## src/include/host_bus_cfg_map.svh

```systemverilog
/*
 * Constants for the host bus personality and card information loader.
 * Assumes inclusion by bare name from the include path.
 */
`ifndef HOST_BUS_CFG_MAP_SVH
`define HOST_BUS_CFG_MAP_SVH

// ****************************************
// I/O window and attribute space
// ****************************************
`define IO_WINDOW_BITS 4
`define CIS_BYTES 512
`define CIS_ADDR_BITS 9
`define ATTR_ADDR_BITS 16

// ****************************************
// Boot ROM window (ISA), low 20 address bits
// ****************************************
`define ROM_BASE_DEFAULT 20'hC8000
`define ROM_SIZE_BITS 14

// ****************************************
// Serial EEPROM load
// ****************************************
`define EE_CLK_DIV 4
`define ISA_CFG_BYTES 8

`endif

```

## src/include/host_bus_cfg_pkg.sv

```systemverilog
/*
 * Types shared by the configuration block and its EEPROM loader.
 * Assumes nothing beyond a SystemVerilog compiler.
 */
`default_nettype none
package host_bus_cfg_pkg;
	typedef enum logic [1:0] {
		PERS_ISA = 2'h0,
		PERS_CARD = 2'h1
	} personality_t;

	typedef enum logic [2:0] {
		LD_IDLE = 3'h0,
		LD_SHIFT = 3'h1,
		LD_STORE = 3'h3,
		LD_DONE = 3'h2,
		LD_NONE = 3'h6
	} load_state_t;
endpackage
`default_nettype wire

```

## src/include/ee_load_if.sv

```systemverilog
/*
 * Carrier between the top block and the serial EEPROM loader.
 * Assumes both ends run on ref_clk.
 */
`default_nettype none
interface ee_load_if;
	logic start;
	logic isa_mode;
	logic wr_en;
	logic [8:0] wr_addr;
	logic [7:0] wr_data;
	logic done;
	logic present;
	modport loader (input start, input isa_mode, output wr_en, output wr_addr, output wr_data,
		output done, output present);
	modport owner (output start, output isa_mode, input wr_en, input wr_addr, input wr_data,
		input done, input present);
endinterface
`default_nettype wire

```

## src/design/ee_loader.sv

```systemverilog
/*
 * Serial EEPROM reader: streams bytes into card information storage
 * (card mode) or configuration bytes (ISA mode) after reset.
 * Assumes the EEPROM answers on the data line each rising serial clock.
 */
`include "host_bus_cfg_map.svh"
`default_nettype none
module ee_loader
	import host_bus_cfg_pkg::*;
(
	// Clock and reset
	input wire logic ref_clk,
	input wire logic rst_n,
	// EEPROM pins
	input wire logic ee_present,
	input wire logic ee_data_in,
	output logic ee_sclk,
	output logic ee_cs,
	// Owner side
	ee_load_if.loader ld
);
	load_state_t state, next_state;
	logic [2:0] div, next_div;
	logic [2:0] bitc, next_bitc;
	logic [7:0] sh, next_sh;
	logic [8:0] addr, next_addr;
	logic [8:0] last_addr;
	logic next_ee_cs, next_ee_sclk;

	// ISA mode only needs its config bytes; card mode fills storage
	assign last_addr = ld.isa_mode ? 9'(`ISA_CFG_BYTES - 1) : 9'(`CIS_BYTES - 1);

	// ****************************************
	// Next state
	// ****************************************
	always_comb begin
		next_state = state;
		next_div = div;
		next_bitc = bitc;
		next_sh = sh;
		next_addr = addr;
		unique case (state)
			LD_IDLE: begin
				if (ld.start) begin
					next_state = ee_present ? LD_SHIFT : LD_NONE;
				end
			end
			LD_SHIFT: begin
				next_div = div + 3'h1;
				if (div == 3'(`EE_CLK_DIV - 1)) begin
					next_div = 3'h0;
					next_sh = {sh[6:0], ee_data_in};
					next_bitc = bitc + 3'h1;
					if (bitc == 3'h7) begin
						next_state = LD_STORE;
					end
				end
			end
			LD_STORE: begin
				next_addr = addr + 9'h1;
				next_state = (addr == last_addr) ? LD_DONE : LD_SHIFT;
			end
			LD_DONE: begin
			end
			LD_NONE: begin
			end
		endcase
		// Pins follow the next state so the flops show what the state decodes to
		next_ee_cs = (next_state == LD_SHIFT) || (next_state == LD_STORE);
		next_ee_sclk = (next_state == LD_SHIFT) && next_div[1];
	end

	// Registers
	always_ff @(posedge ref_clk or negedge rst_n) begin
		if (!rst_n) begin
			state <= LD_IDLE;
			div <= 3'h0;
			bitc <= 3'h0;
			sh <= 8'h00;
			addr <= 9'h000;
			ee_cs <= 1'b0;
			ee_sclk <= 1'b0;
		end else begin
			state <= next_state;
			div <= next_div;
			bitc <= next_bitc;
			sh <= next_sh;
			addr <= next_addr;
			ee_cs <= next_ee_cs;
			ee_sclk <= next_ee_sclk;
		end
	end

	// Outputs derived from state
	assign ld.wr_en = (state == LD_STORE);
	assign ld.wr_addr = addr;
	assign ld.wr_data = sh;
	assign ld.done = (state == LD_DONE) || (state == LD_NONE);
	assign ld.present = (state != LD_NONE);

	chk_load_ends: assert property (@(posedge ref_clk) disable iff (!rst_n)
		(state == LD_DONE) |=> (state == LD_DONE))
		else $error("loader left done state");
	chk_absent_skip: assert property (@(posedge ref_clk) disable iff (!rst_n)
		(state == LD_IDLE && ld.start && !ee_present) |=> (state == LD_NONE))
		else $error("absent eeprom not skipped");
	cov_full_load: cover property (@(posedge ref_clk) disable iff (!rst_n)
		ld.wr_en && addr == 9'h1FF);
endmodule
`default_nettype wire

```

## src/design/host_bus_mode_and_cis_config.sv

```systemverilog
/*
 * Host bus personality latch, I/O and memory space decode, interrupt merge
 * and card information storage for a combined network and modem controller.
 * Assumes host strobes and addresses are synchronous to ref_clk.
 */
// Functional notes
// - The strap is sampled at the end of power-on reset; low selects card mode, else ISA.
// - The personality is latched once and never changes until the next power-on reset.
// - In ISA mode sixteen consecutive I/O locations are claimed, all of them for the LAN function.
// - In card mode I/O decode ignores address lines A4 to A15.
// - In card mode separate decoders qualify LAN and modem I/O accesses.
// - With only one function enabled the per-function decoders are bypassed.
// - The LAN interrupt and the modem interrupt input are merged into one host request.
// - Boot ROM space answers only in ISA mode, attribute space only in card mode.
// - After reset the card information is read from the serial EEPROM into storage.
// - Storage holds 512 bytes; attribute accesses beyond go to the parallel EEPROM.
// - In card mode without a serial EEPROM the first 512 bytes also go to the parallel EEPROM.
// - In card mode I/O base and interrupt line are not taken from the serial EEPROM.
// - In ISA mode configuration and station address are loaded from the serial EEPROM.
// - In ISA mode the strap pin drives a ROM select while memory read is low on a ROM address.
`include "host_bus_cfg_map.svh"
`default_nettype none
module host_bus_mode_and_cis_config
	import host_bus_cfg_pkg::*;
#(
	parameter logic [19:0] ROM_BASE = `ROM_BASE_DEFAULT,
	parameter int CIS_DEPTH = `CIS_BYTES
) (
	// Clock and power-on reset
	input wire logic ref_clk,
	input wire logic rst_n,
	// Mode strap pin, three signals
	input wire logic mode_strap_rom_select_in,
	output logic mode_strap_rom_select_out,
	output logic mode_strap_rom_select_oe,
	// Host bus
	input wire logic [19:0] host_addr,
	input wire logic aen,
	input wire logic io_rd_n,
	input wire logic io_wr_n,
	input wire logic mem_rd_n,
	input wire logic reg_n,
	input wire logic ce1_n,
	input wire logic [15:0] io_base,
	// Function enables from the card configuration
	input wire logic lan_enable,
	input wire logic modem_enable,
	input wire logic [15:0] lan_io_base,
	input wire logic [15:0] modem_io_base,
	// Interrupts
	input wire logic lan_irq,
	input wire logic modem_irq,
	output logic host_irq,
	// Serial EEPROM
	input wire logic ee_present,
	input wire logic ee_data_in,
	output logic ee_sclk,
	output logic ee_cs,
	// Decode results
	output logic card_mode,
	output logic lan_io_sel,
	output logic modem_io_sel,
	output logic cis_sel,
	output logic par_eeprom_sel,
	output logic attr_wait,
	output logic [7:0] cis_data,
	output logic [7:0] cfg_byte0,
	output logic load_done
);
	// Storage index is fixed at nine bits, so other depths are refused
	if (CIS_DEPTH != `CIS_BYTES) begin : g_depth_check
		$error("CIS_DEPTH must match the 9-bit storage index");
	end

	ee_load_if ld();

	// ****************************************
	// Personality latch
	// ****************************************
	personality_t pers, next_pers;
	logic latched, next_latched;

	// Strap caught at the first clock after release, never under reset
	always_comb begin
		next_pers = pers;
		next_latched = 1'b1;
		if (!latched) begin
			next_pers = mode_strap_rom_select_in ? PERS_ISA : PERS_CARD;
		end
	end

	always_ff @(posedge ref_clk or negedge rst_n) begin
		if (!rst_n) begin
			pers <= PERS_ISA;
			latched <= 1'b0;
		end else begin
			pers <= next_pers;
			latched <= next_latched;
		end
	end

	logic is_card;
	assign is_card = latched && (pers == PERS_CARD);

	// ****************************************
	// Combinational decode
	// ****************************************
	logic io_cyc, io_hit_isa, single_fn, lan_d, modem_d, rom_hit, attr_cyc, attr_low;
	logic cis_d, par_d, wait_d, rom_cs;
	assign io_cyc = !io_rd_n || !io_wr_n;
	// ISA compares A4-A15 against the base; card mode leaves slot decode to the socket
	assign io_hit_isa = !aen && (host_addr[15:`IO_WINDOW_BITS] == io_base[15:`IO_WINDOW_BITS]);
	assign single_fn = lan_enable ^ modem_enable;
	always_comb begin
		lan_d = 1'b0;
		modem_d = 1'b0;
		if (latched && io_cyc) begin
			if (!is_card) begin
				lan_d = io_hit_isa;
			end else if (single_fn) begin
				lan_d = lan_enable;
				modem_d = modem_enable;
			end else if (lan_enable) begin
				// Low nibble only, A4-A15 are disregarded
				lan_d = host_addr[3:0] == lan_io_base[3:0];
				modem_d = host_addr[3:0] != lan_io_base[3:0] &&
					host_addr[3:0] == modem_io_base[3:0];
			end
		end
	end
	assign rom_hit = host_addr[19:`ROM_SIZE_BITS] == ROM_BASE[19:`ROM_SIZE_BITS];
	assign rom_cs = latched && !is_card && !mem_rd_n && rom_hit;
	assign attr_cyc = is_card && !reg_n && !ce1_n;
	assign attr_low = host_addr[`ATTR_ADDR_BITS-1:`CIS_ADDR_BITS] == '0;
	// Without a serial part the whole space, including the low 512 bytes, is external
	assign cis_d = attr_cyc && attr_low && ld.present && ld.done;
	assign par_d = attr_cyc && (!attr_low || !ld.present);
	assign wait_d = attr_cyc && attr_low && ld.present && !ld.done;

	// ****************************************
	// Card information and config storage
	// ****************************************
	logic [7:0] cis_mem [CIS_DEPTH];
	logic [7:0] cfg_mem [`ISA_CFG_BYTES];
	logic [7:0] next_cis_data;

	assign ld.start = latched;
	assign ld.isa_mode = !is_card;

	// Card mode writes storage only; I/O base and IRQ bytes are never taken
	always_ff @(posedge ref_clk) begin
		if (ld.wr_en && is_card) begin
			cis_mem[ld.wr_addr] <= ld.wr_data;
		end
		if (ld.wr_en && !is_card) begin
			cfg_mem[ld.wr_addr[2:0]] <= ld.wr_data;
		end
	end

	always_comb begin
		next_cis_data = cis_d ? cis_mem[host_addr[`CIS_ADDR_BITS-1:0]] : 8'h00;
	end

	// ****************************************
	// Output registers
	// ****************************************
	always_ff @(posedge ref_clk or negedge rst_n) begin
		if (!rst_n) begin
			mode_strap_rom_select_out <= 1'b1;
			mode_strap_rom_select_oe <= 1'b0;
			host_irq <= 1'b0;
			card_mode <= 1'b0;
			lan_io_sel <= 1'b0;
			modem_io_sel <= 1'b0;
			cis_sel <= 1'b0;
			par_eeprom_sel <= 1'b0;
			attr_wait <= 1'b0;
			cis_data <= 8'h00;
			cfg_byte0 <= 8'h00;
			load_done <= 1'b0;
		end else begin
			mode_strap_rom_select_out <= !rom_cs;
			mode_strap_rom_select_oe <= latched && !is_card;
			host_irq <= lan_irq || modem_irq;
			card_mode <= is_card;
			lan_io_sel <= lan_d;
			modem_io_sel <= modem_d;
			cis_sel <= cis_d;
			par_eeprom_sel <= par_d;
			attr_wait <= wait_d;
			cis_data <= next_cis_data;
			cfg_byte0 <= (ld.done && !is_card) ? cfg_mem[0] : 8'h00;
			load_done <= ld.done;
		end
	end

	ee_loader u_loader (
		.ref_clk(ref_clk),
		.rst_n(rst_n),
		.ee_present(ee_present),
		.ee_data_in(ee_data_in),
		.ee_sclk(ee_sclk),
		.ee_cs(ee_cs),
		.ld(ld.loader)
	);

	// ****************************************
	// Checks
	// ****************************************
	chk_mode_stays: assert property (@(posedge ref_clk) disable iff (!rst_n)
		latched |=> $stable(pers))
		else $error("personality changed after latch");
	chk_strap_sample: assert property (@(posedge ref_clk) disable iff (!rst_n)
		!latched |=> latched && (pers == ($past(mode_strap_rom_select_in) ? PERS_ISA : PERS_CARD)))
		else $error("strap not sampled");
	chk_irq_merge: assert property (@(posedge ref_clk) disable iff (!rst_n)
		1'b1 |=> host_irq == $past(lan_irq || modem_irq))
		else $error("interrupt not merged");
	chk_isa_no_attr: assert property (@(posedge ref_clk) disable iff (!rst_n)
		!card_mode |-> !cis_sel && !par_eeprom_sel)
		else $error("attribute space claimed in isa");
	chk_rom_select: assert property (@(posedge ref_clk) disable iff (!rst_n)
		(latched && !is_card && !mem_rd_n && rom_hit) |=> !mode_strap_rom_select_out)
		else $error("rom select missing");
	chk_card_no_rom: assert property (@(posedge ref_clk) disable iff (!rst_n)
		card_mode |-> mode_strap_rom_select_out && !mode_strap_rom_select_oe)
		else $error("rom select in card mode");
	chk_hold_off: assert property (@(posedge ref_clk) disable iff (!rst_n)
		cis_sel |-> load_done)
		else $error("storage read before load");
	chk_high_external: assert property (@(posedge ref_clk) disable iff (!rst_n)
		(attr_cyc && !attr_low) |=> par_eeprom_sel && !cis_sel)
		else $error("high attribute not external");
	chk_no_serial: assert property (@(posedge ref_clk) disable iff (!rst_n)
		(attr_cyc && ld.done && !ld.present) |=> par_eeprom_sel)
		else $error("low attribute not external");
	chk_single_fn: assert property (@(posedge ref_clk) disable iff (!rst_n)
		(is_card && io_cyc && lan_enable && !modem_enable) |=> lan_io_sel && !modem_io_sel)
		else $error("single function bypass failed");
	cov_card_mode: cover property (@(posedge ref_clk) disable iff (!rst_n) card_mode && cis_sel);
	cov_isa_rom: cover property (@(posedge ref_clk) disable iff (!rst_n) !mode_strap_rom_select_out);
	cov_modem_io: cover property (@(posedge ref_clk) disable iff (!rst_n) modem_io_sel);
endmodule
`default_nettype wire

```

## config.mk

```make
export PLATFORM = sky130hd
export DESIGN_NAME = host_bus_mode_and_cis_config
export DESIGN_NICKNAME = d
export VERILOG_FILES = /design/src/include/host_bus_cfg_pkg.sv /design/src/include/ee_load_if.sv /design/src/design/ee_loader.sv /design/src/design/host_bus_mode_and_cis_config.sv
export VERILOG_INCLUDE_DIRS = /design/src /design/src/include
export SDC_FILE = /design/constraint.sdc
export NUM_CORES = 2
export LEC_CHECK = 0
export BUFFER_PORTS_ARGS = -buffer_cell sky130_fd_sc_hd__buf_2
export CAP_MARGIN = 20
export CORE_MARGIN = 2
export CORE_UTILIZATION = 45
export CTS_CLUSTER_DIAMETER = 40
export DETAILED_ROUTE_END_ITERATION = 7
export PLACE_DENSITY = 0.62
export SETUP_SLACK_MARGIN = 0.1
export SLEW_MARGIN = 0
export SYNTH_ARGS = -nofsm -noshare
export SYNTH_HDL_FRONTEND = slang
export SYNTH_MEMORY_MAX_BITS = 65536
export SYNTH_SLANG_ARGS = --single-unit
```

## constraint.sdc

```tcl
create_clock -name ref_clk -period 18.4 [get_ports ref_clk]
set_clock_uncertainty 0.1 [all_clocks]
set_input_delay 0.92 -clock ref_clk [delete_from_list [all_inputs] [get_ports ref_clk]]
set_output_delay 0.92 -clock ref_clk [all_outputs]
set_load 0.02 [all_outputs]
```

==> impl_results.md <==
* Leakage Power at 0.0595 uW
* Final Max Tran Viols at 0
* Number of global-route vias before repair at between 80000 and 90000
* Core area at ~360000 um^2
* Synthesized Nets at between 8000 and 9000
* Final period util at a little over a third
* Gpl congestion at 0.864
* Hold Crit Depth at 2
* Grt ovf at 0
* Initial antenna violation count at 13
* DR WL/cell at 33.0 um
* Postcts setup bufs at 0
* Netlist cell types at 96
* Crit Reg-Reg Endpoint: cis_mem[51][3]
* Total Power at between 20000 and 25000 uW
* Ys async rst share at roughly 1.3%
* DIE AREA at 368000 um^2
* Io pins at 111
* Synthesized cell area at approximately 160000 um^2
* DRT antenna net count at 0
* First-pass GRT wire length at 628000 um
* Pin count of the biggest net entering global routing at 220
* Cts hold-fix bufs at 6
* Crit end category: register
* Pwr Density at 126 nW/um^2
* Critical Path Max Stage Delay at around 830 ps
* Core Util, Final at about half
* R2R Path Start: u_loader.state[2]
* Clock slew at reported path FFs at 60 ps
* Reg2reg setup slack at 14090 ps
* Register bit total from synthesis at approximately 4200
* Arr. time, crit path at roughly 7400 ps
* Vias per cell at just over 6
* Hold path start: io_wr_n
* Synth-to-Final Area Change at 13.0%
* RSZ-0062 raised after global routing: no
* I/O Buffers at 82
* Register area share after synthesis at between 70% and 80%
* Nets at 8455
* DR pass1 iterations at 8
* CP Launch Type: input pin
* Hold Violations, Final at 0
* Max clock buf depth at 4
* Overall routed net length at about 450000 um
* Max rail drop VDD at 0.000118 V
* Fillers at between 20000 and 30000
* Initial DRC Count at between 10000 and 15000
* Synth warn at 0
* Row count at about 220
* Number of H-tree levels at 5
* Crit path cell chain: buf_12 > buf_4 > buf_12 > buf_12 > buf_4 > mux2i_1 > o22ai_1 > nor3_1 > nor4_1 > nand4_1 > a21oi_1 > a32o_1
* GRT Overall Usage at between 20% and 30%
* Fin crit period at approximately 6600 ps
* Syn_area_per_cell at a little over 20 um^2
* DR vias at about 84000
* Max-Cap Viols at 0
* Post-DP HPWL at between 200000 and 300000 um
* Crit-path max FO at roughly 120
* Post-synth top flop: edfxtp_1
* Post-synth EDFFs at slightly above 4000
* CTS buffer count at 473
* Achievable frequency at between 150 and 200 MHz
* Most frequent CP cell: buf_12
* Worst Hold Endpoint: modem_io_sel
* Total negative slack at 0 ps
* Worst reg2reg path depth at 7
* Crit path kind: input pin to register
* CTS resizes at 0
* Worst slew margin at between 10% and 20%
* Worst-Skew Late Latency at a little under 1000 ps
* Root buffer cell: clkbuf_16
* Final setup viols at 0
* Die height at 606 um
* TritonCTS clock tree: yes
* Hold/Removal Path Class: input pin to register
* Slew @ Worst Pin at 1310 ps
* Initial Utilization at between 40% and 50%
* Status: completed
* Detailed-route DRC error count at 0
* Die Wd at between 600 and 700 um
* Critical path's slowest cell: buf_4
* Share of cells above drive strength 1 at between 20% and 30%
* CTS sink count at 4160
* Mapped Cells at between 8000 and 9000
* Worst Path Required at 19220 ps
==> final cells by class <==
cell class	count	area (um^2)	share of cell area (%)
Sequential cell	4160	125000	67.6
Multi-Input combinational cell	3436	35300	19.2
Clock buffer	544	12300	6.66
Tap cell	4794	6000	3.25
Clock inverter	344	3880	2.10
Timing Repair Buffer	283	2240	1.21
Inverter	11	46.3	0.0251
Antenna cell	4	10.0	0.00543
==> flip-flops by register name (all words and copies together), names as in the netlist, 3 cells and up <==
signal	cells
u_loader.state	3
u_loader.ld.wr_addr	9
cfg_mem	8
u_loader.ld.wr_data	8
cis_mem	4096
cfg_byte0	8
u_loader.div	3
cis_data	8
u_loader.bitc	3
==> cells in the final DEF (no fill, tap or decap), types with 26 or more instances in the layout <==
| master | Yosys | layout |
|---|---|---|
| clkbuf_1 | 184 | 62 |
| a22oi_1 | 116 | 116 |
| buf_4 | 52 | 176 |
| clkinv_2 | 0 | 81 |
| o22ai_1 | 161 | 161 |
| nand3_1 | 57 | 57 |
| nor2_1 | 654 | 652 |
| mux4_1 | 84 | 84 |
| mux4_2 | 672 | 672 |
| a22o_1 | 33 | 33 |
| nor3_1 | 73 | 72 |
| nand2_1 | 181 | 165 |
| buf_2 | 101 | 75 |
| o221ai_1 | 122 | 122 |
| clkinvlp_4 | 0 | 55 |
| edfxtp_1 | 4104 | 4104 |
| o21ai_0 | 93 | 93 |
| clkbuf_16 | 0 | 481 |
| clkinv_1 | 3 | 64 |
| nor4_1 | 35 | 31 |
| dfrtp_1 | 55 | 47 |
| clkinv_4 | 0 | 26 |
| bufinv_16 | 0 | 63 |
| a31oi_1 | 28 | 28 |
| mux2_2 | 38 | 38 |
| a21oi_1 | 136 | 136 |
| a221oi_1 | 35 | 35 |
| mux2i_1 | 550 | 550 |
| a211oi_1 | 59 | 59 |
| inv_6 | 0 | 34 |
==> metrics by stage <==
stage                     cell area [um^2]  setup slack, ps  hold WS, ps  cells
after floorplan                     163000            10810          351   8103
after detailed placement            168000            10930          358  12700
after global placement              168000            10910          358  12700
after global routing                184000            11530         40.4  13600
after CTS                           184000            11950         1.79  13600
final                               184000            11830         51.0  13600
==> cells by family (layout without fill, tap and decap cells) <==
group	after synthesis	count (layout)	share of synthesized area (%)
flops	4160	4160	76.3
mux	1344	1344	14.3
simple gates	1152	1152	3.10
compound gates	903	903	3.92
buf+inv	507	1182	2.20
xor+xnor	29	29	0.156
fa+ha+maj	7	7	0.0536
other cells	1	5	0.00230
==> power by group <==
group | total [uW] | switching, uW | leakage (uW) | internal, uW
clock | 9610 | 3900 | 0.00776 | 5710
sequential | 11700 | 154 | 0.0386 | 11500
combinational | 1880 | 1540 | 0.0132 | 340
total | 23200 | 5600 | 0.0595 | 17600
==> synth_stat cells, types with 16 or more instances <==
| cell type | n | share of area, % |
|---|---|---|
| edfxtp_1 | 4104 | 75 |
| mux4_2 | 672 | 9.3 |
| nor2_1 | 654 | 1.5 |
| mux2i_1 | 550 | 3.4 |
| clkbuf_1 | 184 | 0.42 |
| nand2_1 | 181 | 0.42 |
| o22ai_1 | 161 | 0.62 |
| a21oi_1 | 136 | 0.42 |
| o221ai_1 | 122 | 0.65 |
| a22oi_1 | 116 | 0.53 |
| buf_2 | 101 | 0.31 |
| o21ai_0 | 93 | 0.29 |
| mux4_1 | 84 | 1.4 |
| buf_6 | 78 | 0.54 |
| nor3_1 | 73 | 0.22 |
| a211oi_1 | 59 | 0.27 |
| nand3_1 | 57 | 0.17 |
| dfrtp_1 | 55 | 0.84 |
| buf_4 | 52 | 0.24 |
| mux2_2 | 38 | 0.26 |
| a221oi_1 | 35 | 0.19 |
| nor4_1 | 35 | 0.13 |
| a22o_1 | 33 | 0.18 |
| nor2b_1 | 29 | 0.11 |
| a2111oi_0 | 28 | 0.15 |
| a31oi_1 | 28 | 0.11 |
| buf_8 | 23 | 0.21 |
| buf_12 | 22 | 0.27 |
| and2_1 | 21 | 0.080 |
| and3_1 | 20 | 0.077 |
| nand2b_1 | 18 | 0.069 |
| xnor2_1 | 18 | 0.097 |
| buf_1 | 16 | 0.037 |
==> per-layer routing <==
metal	track usage (%)	vias to the layer above	share of wire, %
li1	-	34200	-
met1	34.2	44900	40
met2	37.2	4580	46
met3	5.01	771	9.9
met4	8.09	8	3.8
met5	0	-	0.013
==> critical path: cells and delay by family <==
kind	cells	cell delay, ps
buffers and inverters	5	3240
AO/OA/AOI/OAI	3	1360
multiplexers	1	160
AND/OR/NAND/NOR	3	1210
==> how the worst max path moves through the flow <==
stage / cells past startpoint / endpoint / slack, ps / start
final: 12 / cis_data[5] / 11830 / host_addr[0]
after global routing: 13 / cis_data[7] / 11530 / host_addr[0]
after CTS: 13 / cis_data[7] / 11950 / host_addr[0]
after detailed placement: 13 / cis_data[7] / 10930 / host_addr[0]
after global placement: 12 / cis_data[7] / 10910 / host_addr[0]
after floorplan: 0 / cfg_mem[0][0] / 10810 / u_loader.ld.wr_data[0]
No activity file was read; power rests on OpenSTA's default activity.
